--- config.mk ---
export PLATFORM = sky130hd
export DESIGN_NAME = dmd_core
export DESIGN_NICKNAME = d
export VERILOG_FILES = /design/src/core/dmd_pkg.sv /design/src/core/dmd_decode.sv /design/src/core/dmd_core.sv
export VERILOG_INCLUDE_DIRS = /design/src /design/src/core
export SDC_FILE = /design/constraint.sdc
export NUM_CORES = 1
export LEC_CHECK = 0
export BUFFER_PORTS_ARGS = -buffer_cell sky130_fd_sc_hd__buf_2
export CORE_UTILIZATION = 56
export DETAILED_ROUTE_END_ITERATION = 6
export PLACE_DENSITY_LB_ADDON = 0.3
export SLEW_MARGIN = 20
export SYNTH_ARGS = -nofsm -noshare
export SYNTH_HDL_FRONTEND = slang
export SYNTH_SLANG_ARGS = --single-unit
--- constraint.sdc ---
create_clock -name i_clk_sys -period 4.55 [get_ports i_clk_sys]
set_clock_uncertainty 0.15 [all_clocks]
set_input_delay 0.91 -clock i_clk_sys [delete_from_list [all_inputs] [get_ports i_clk_sys]]
set_output_delay 0.91 -clock i_clk_sys [all_outputs]
set_load 0.005 [all_outputs]
--- src/core/dmd_regs.svh ---
// Purpose: constants for the data move decoder
// Assumes: 14-bit instruction words, 8-bit data, 7-bit file address
// Notes: one instruction cycle is four quarter-cycles
`ifndef DMD_REGS_SVH
`define DMD_REGS_SVH
`define DMD_LIT_MASK 14'h3c00
`define DMD_LIT_MATCH 14'h3000
`define DMD_CPY_MASK 14'h3f00
`define DMD_CPY_MATCH 14'h0800
`define DMD_STO_MASK 14'h3f80
`define DMD_STO_MATCH 14'h0080
`define DMD_IDLE_MASK 14'h3f9f
`define DMD_IDLE_MATCH 14'h0000
`define DMD_DEST_BIT 7
`define DMD_W_RST 8'h00
`define DMD_Z_RST 1'h0
`endif

--- src/core/dmd_pkg.sv ---
// Purpose: types for the data move decoder
// Assumes: constants live in dmd_regs.svh
// Notes: none
package dmd_pkg;
	typedef enum logic [3:0] {
		DMD_Q1 = 4'h1,
		DMD_Q2 = 4'h2,
		DMD_Q3 = 4'h4,
		DMD_Q4 = 4'h8
	} dmd_quarter_t;
	typedef enum logic [4:0] {
		DMD_OP_LOAD_LITERAL_TO_ACCUMULATOR = 5'h01,
		DMD_OP_COPY_FILE_REGISTER = 5'h02,
		DMD_OP_STORE_ACCUMULATOR_TO_FILE = 5'h04,
		DMD_OP_IDLE_INSTRUCTION = 5'h08,
		DMD_OP_OTHER = 5'h10
	} dmd_op_t;
	typedef struct packed {
		logic rd;
		logic wr;
		logic [6:0] addr;
		logic [7:0] wdata;
	} dmd_file_t;
endpackage

--- src/core/dmd_decode.sv ---
// Purpose: classify a fetched word into one of the handled instructions
// Assumes: word is stable during the instruction cycle
// Notes: combinational
`timescale 1ns/1ps
`include "dmd_regs.svh"
module dmd_decode (
	input wire logic [13:0] i_word,
	output dmd_pkg::dmd_op_t o_op
);
	import dmd_pkg::*;
	always_comb
	begin
		if ((i_word & `DMD_LIT_MASK) == `DMD_LIT_MATCH)
			o_op = DMD_OP_LOAD_LITERAL_TO_ACCUMULATOR;
		else if ((i_word & `DMD_CPY_MASK) == `DMD_CPY_MATCH)
			o_op = DMD_OP_COPY_FILE_REGISTER;
		else if ((i_word & `DMD_STO_MASK) == `DMD_STO_MATCH)
			o_op = DMD_OP_STORE_ACCUMULATOR_TO_FILE;
		else if ((i_word & `DMD_IDLE_MASK) == `DMD_IDLE_MATCH)
			o_op = DMD_OP_IDLE_INSTRUCTION;
		else
			o_op = DMD_OP_OTHER;
	end
endmodule // dmd_decode

--- src/core/dmd_core.sv ---
// Purpose: decode and execute four data move instructions
// Assumes: file register read data is valid the edge after o_file.rd
// Notes: unknown words run as idle cycles
// Behaviour
// - Literal load puts eight bits into accumulator; x bits ignored; flags kept.
// - Copy with destination 0 writes file register value into accumulator.
// - Copy with destination 1 writes value back to same file register.
// - Copy sets zero flag when moved value is zero, clears otherwise.
// - Copy: decode, read, process, write across quarters one to four.
// - Idle word changes no register, memory or flag.
// - Idle takes one cycle; only decode quarter active.
`timescale 1ns/1ps
`include "dmd_regs.svh"
module dmd_core (
	input wire logic i_clk_sys,
	input wire logic i_rst,
	input wire logic [13:0] i_word,
	input wire logic [7:0] i_file_rdata,
	output dmd_pkg::dmd_file_t o_file,
	output logic [7:0] o_acc,
	output logic o_zero,
	output logic o_cycle_done,
	output dmd_pkg::dmd_quarter_t o_quarter
);
	import dmd_pkg::*;
	dmd_quarter_t q_q;
	dmd_op_t op_q;
	dmd_op_t op_dec;
	logic [13:0] word_q;
	logic [7:0] data_q;
	logic [7:0] acc_q;
	logic zero_q;
	dmd_file_t file_q;
	logic done_q;

	dmd_decode u_decode (
		.i_word(i_word),
		.o_op(op_dec)
	);

	// Quarter sequencer
	always_ff @(posedge i_clk_sys)
	begin
		if (i_rst)
			q_q <= DMD_Q1;
		else
		begin
			unique case (q_q)
				DMD_Q1: q_q <= DMD_Q2;
				DMD_Q2: q_q <= DMD_Q3;
				DMD_Q3: q_q <= DMD_Q4;
				DMD_Q4: q_q <= DMD_Q1;
			endcase
		end
	end

	// Decode quarter latches word
	always_ff @(posedge i_clk_sys)
	begin
		if (i_rst)
		begin
			op_q <= DMD_OP_IDLE_INSTRUCTION;
			word_q <= 14'h0000;
		end
		else if (q_q == DMD_Q1)
		begin
			op_q <= op_dec;
			word_q <= i_word;
		end
	end

	// File bus strobes
	always_ff @(posedge i_clk_sys)
	begin
		if (i_rst)
			file_q <= '0;
		else
		begin
			file_q.rd <= 1'b0;
			file_q.wr <= 1'b0;
			unique case (q_q)
				DMD_Q1:
				begin
					// Read issued in second quarter
					if (op_dec == DMD_OP_COPY_FILE_REGISTER)
					begin
						file_q.rd <= 1'b1;
						file_q.addr <= i_word[6:0];
					end
				end
				DMD_Q3:
				begin
					if (op_q == DMD_OP_COPY_FILE_REGISTER
						&& word_q[`DMD_DEST_BIT])
					begin
						file_q.wr <= 1'b1;
						file_q.addr <= word_q[6:0];
						// Fresh read data; data_q lands at this same edge
						file_q.wdata <= i_file_rdata;
					end
					else if (op_q == DMD_OP_STORE_ACCUMULATOR_TO_FILE)
					begin
						file_q.wr <= 1'b1;
						file_q.addr <= word_q[6:0];
						file_q.wdata <= acc_q;
					end
				end
				default:
				begin
				end
			endcase
		end
	end

	// Capture read data in third quarter
	always_ff @(posedge i_clk_sys)
	begin
		if (i_rst)
			data_q <= 8'h00;
		else if (q_q == DMD_Q3 && op_q == DMD_OP_COPY_FILE_REGISTER)
			data_q <= i_file_rdata;
	end

	// Accumulator written in fourth quarter
	always_ff @(posedge i_clk_sys)
	begin
		if (i_rst)
			acc_q <= `DMD_W_RST;
		else if (q_q == DMD_Q4)
		begin
			if (op_q == DMD_OP_LOAD_LITERAL_TO_ACCUMULATOR)
				acc_q <= word_q[7:0];
			else if (op_q == DMD_OP_COPY_FILE_REGISTER
				&& !word_q[`DMD_DEST_BIT])
				acc_q <= data_q;
		end
	end

	// Zero flag, copy only
	always_ff @(posedge i_clk_sys)
	begin
		if (i_rst)
			zero_q <= `DMD_Z_RST;
		else if (q_q == DMD_Q4 && op_q == DMD_OP_COPY_FILE_REGISTER)
			zero_q <= (data_q == 8'h00);
	end

	// End of cycle pulse; idle does nothing else
	always_ff @(posedge i_clk_sys)
	begin
		if (i_rst)
			done_q <= 1'b0;
		else
			done_q <= (q_q == DMD_Q4);
	end

	assign o_file = file_q;
	assign o_acc = acc_q;
	assign o_zero = zero_q;
	assign o_cycle_done = done_q;
	assign o_quarter = q_q;
endmodule // dmd_core

==> metrics.md <==
| Metric | Value |
|---|---|
| Status | finished clean |
| Number of max-cap violations | 0 |
| Power Density | 305 nW/um^2 |
| Slew HR | 0.376 |
| Share of post-route cells with drive strength above 1 | 0.261 |
| Die Height | 64.4 um |
| Starting Density | 0.592 |
| Tcrit/Tclk final | 0.524 |
| Reg2reg start | op_q[2] |
| Fin nets | 304 |
| HP Start | o_zero |
| Setup TNS | 0 ns |
| Cell Area, Placed | 2430 um^2 |
| Num rows | 22 |
| Warnings from Yosys | 0 |
| Worst path slowest cell | or4_1 |
| Clock network fraction of design power | 0.323 |
| Clk pin slew, worst setup/hold paths | 0.09 ns |
| Slew Limit Fails | 0 |
| NetSw | 180 uW |
| Design Area, Final | 2510 um^2 |
| Part of the power in combinational logic | 0.062 |
| # diodes | 0 |
| Die Footprint | 4150 um^2 |
| Most frequent cells in the layout | 54 x buf_2, 52 x dfxtp_1, 32 x nor2_1 |
| Crit-path max FO | 9 |
| CTS buffer count | 5 |
| DR pass1 iterations | 4 |
| CP Launch Point | i_word[9] |
| CTS tree | yes |
| Critical Path End Type | flop |
| Flops & latches, synth | 52 |
| CP max stage delay | 0.53 ns |
| Core area | 3690 um^2 |
| Total grt overflow | 0 |
| DRT Wirelength | 4730 um |
| Vias in the first global route | 1646 |
| Final ANT Viol Nets | 0 |
| Worst hold path class | flop to flop |
| Gate Count Post-Synth | 234 |
| Overall global routing resource usage | 0.245 |
| WL per Instance | 14.4 um |
| Clock Latency Late Sink | 0.31 ns |
| Post-synth EDFFs | 0 |
| Syn avg cell area | 9.33 um^2 |
| Top cell type's share of synthesized area | 0.477 |
| Die W | 64.4 um |
| Final Hold Vio Count | 0 |
| Main synth FF type | dfxtp_1 |
| Post-synth top area cell | dfxtp_1 |
| Post-route non-filler standard cell count | 328 |
| Remaining DRCs | 0 |
| Global-route wire length before repair | 7800 um |
| Post-CTS sizing | 0 |
| Internal | 586 uW |
| Net Sw Frac | 0.234 |
| Most common cell after layout, fill and taps aside | buf_2 |
| Post-CTS Hold Buffers | 0 |
| Worst Hold Margin | 0.323 ns |
| Placer Congestion | 0.779 |
| Synth top area cells | dfxtp_1 48%, mux2i_1 7.3%, nor2_1 5.5%, a22oi_1 5.2%, a21oi_1 4.6% |
| Post-CTS setup buffers | 0 |
| IO buf count | 54 |
| Sequential cell area fraction in the yosys report | 0.477 |
| Fmax | 420 MHz |
| WP data required | 4.55 ns |
| Cell variety after synth | 43 |
| HPWL Detailed | 3290 um |
| Post-layout min period | 2.38 ns |
| Drt initial violations | 97 |
| Post-Syn Area | 2180 um^2 |
| Critical Path, Cell by Cell | buf_2 -> or4_1 -> nor2_1 -> nand3_1 -> nand3_1 -> a21oi_1 |
| # clock sinks | 52 |
| H-tree levels | 2 |
| Delay-heaviest family, CP | simple AND/OR/NAND/NOR gates |
| Critical Path AT | 2.39 ns |
| Bufs and invs on worst path | 1 |
| Total Power | 766 uW |
| CP most frequent cell | nand3_1 |
| Layout area overhead | 15.0% |
| Post-Syn Nets | 258 |
| Clock Path Buffers | 2 |
| Count of final setup violators | 0 |
| RSZ-0062 raised after global routing | false |
| Ports | 55 |
| Sequential share of power | 0.615 |
| Clk root buf | clkbuf_8 |
| Placed cells | 321 |
| Initial antenna violation count | 0 |
| Vias per cell | 5.71 |
| CP Class | primary input to flop |
| Largest net degree at the start of global routing | 53 |
| Max VDD drop | 0.188 mV |
| Slew @ Worst Pin | 0.936 ns |
| Via Count | 1874 |
| Crit start category | primary input |
| Asr flop ratio synth | 0 |
| Leak | 1.12 nW |
Yosys cell counts, drive strengths merged, types with 3 or more instances:
master / n
nand2: 22
buf: 11
clkbuf: 6
a22oi: 15
a211oi: 9
nor2: 35
a21oi: 20
nor4: 3
dfxtp: 52
a22o: 8
nand3: 8
mux2i: 16
nor3: 3
cell type report:
cell class                      count  area, um^2
Fill cell                         337        1180
Multi-Input combinational cell    165        1050
Sequential cell                    52        1040
Timing Repair Buffer               56         285
Clock buffer                        6        72.6
Tap cell                           48        60.1
Clock inverter                      1        5.00
kinds of logic (layout without fill, tap and decap cells):
group           after synthesis  after routing  share of synthesized area
buf+inv                      17             63                     0.0464
simple gates                 90             90                      0.207
xor+xnor                      1              1                    0.00401
mux                          16             16                     0.0734
flops                        52             52                      0.477
compound gates               58             58                      0.192
state kept, by name, indices dropped and copies added (netlist names):
name	count
o_acc	8
word_q	8
o_quarter	4
o_cycle_done	1
o_zero	1
op_q	5
o_file	17
data_q	8
worst register-to-register path, delay by kind of cell (launching register included):
| kind | cells | cell delay [ns] |
|---|---|---|
| AO/OA/AOI/OAI | 2 | 0.61 |
| AND/OR/NAND/NOR | 3 | 0.89 |
| flip-flops | 1 | 0.33 |
final timing paths:
path                            depth (start not counted)          to  slack (ns)
worst min-delay path                                    2      o_zero        0.32
worst max-delay path                                    6  o_file[11]        2.17
worst max register to register                          5   o_file[5]        2.42
worst min register to register                          2      o_zero        0.32
metrics by stage:
step / setup WS [ns] / util
floorplan: 2.17 / -
global placement: 1.93 / 0.659
detailed placement: 1.85 / 0.659
CTS: 2.19 / 0.680
global route: 2.00 / 0.680
finish: 2.17 / 0.680
metal layers:
layer  routed length, um  global-route usage  vias to the layer above
met5                   0                   0                        -
met4                  46              0.0667                        0
met3                 332              0.0687                        4
met2                2160               0.375                       68
met1                2190               0.338                      867
li1                    -                   -                      935
power by group through the flow:
stage / sequential, mW / clock (mW) / combinational [mW]
final: 0.471 / 0.248 / 0.0473
after global routing: 0.472 / 0.272 / 0.0527
after CTS: 0.471 / 0.251 / 0.0468
after detailed placement: 0.481 / 0 / 0.0467
after global placement: 0.481 / 0 / 0.0459
after floorplan: 0.479 / 0 / 0.0266
(Power assumes the default switching activity.)
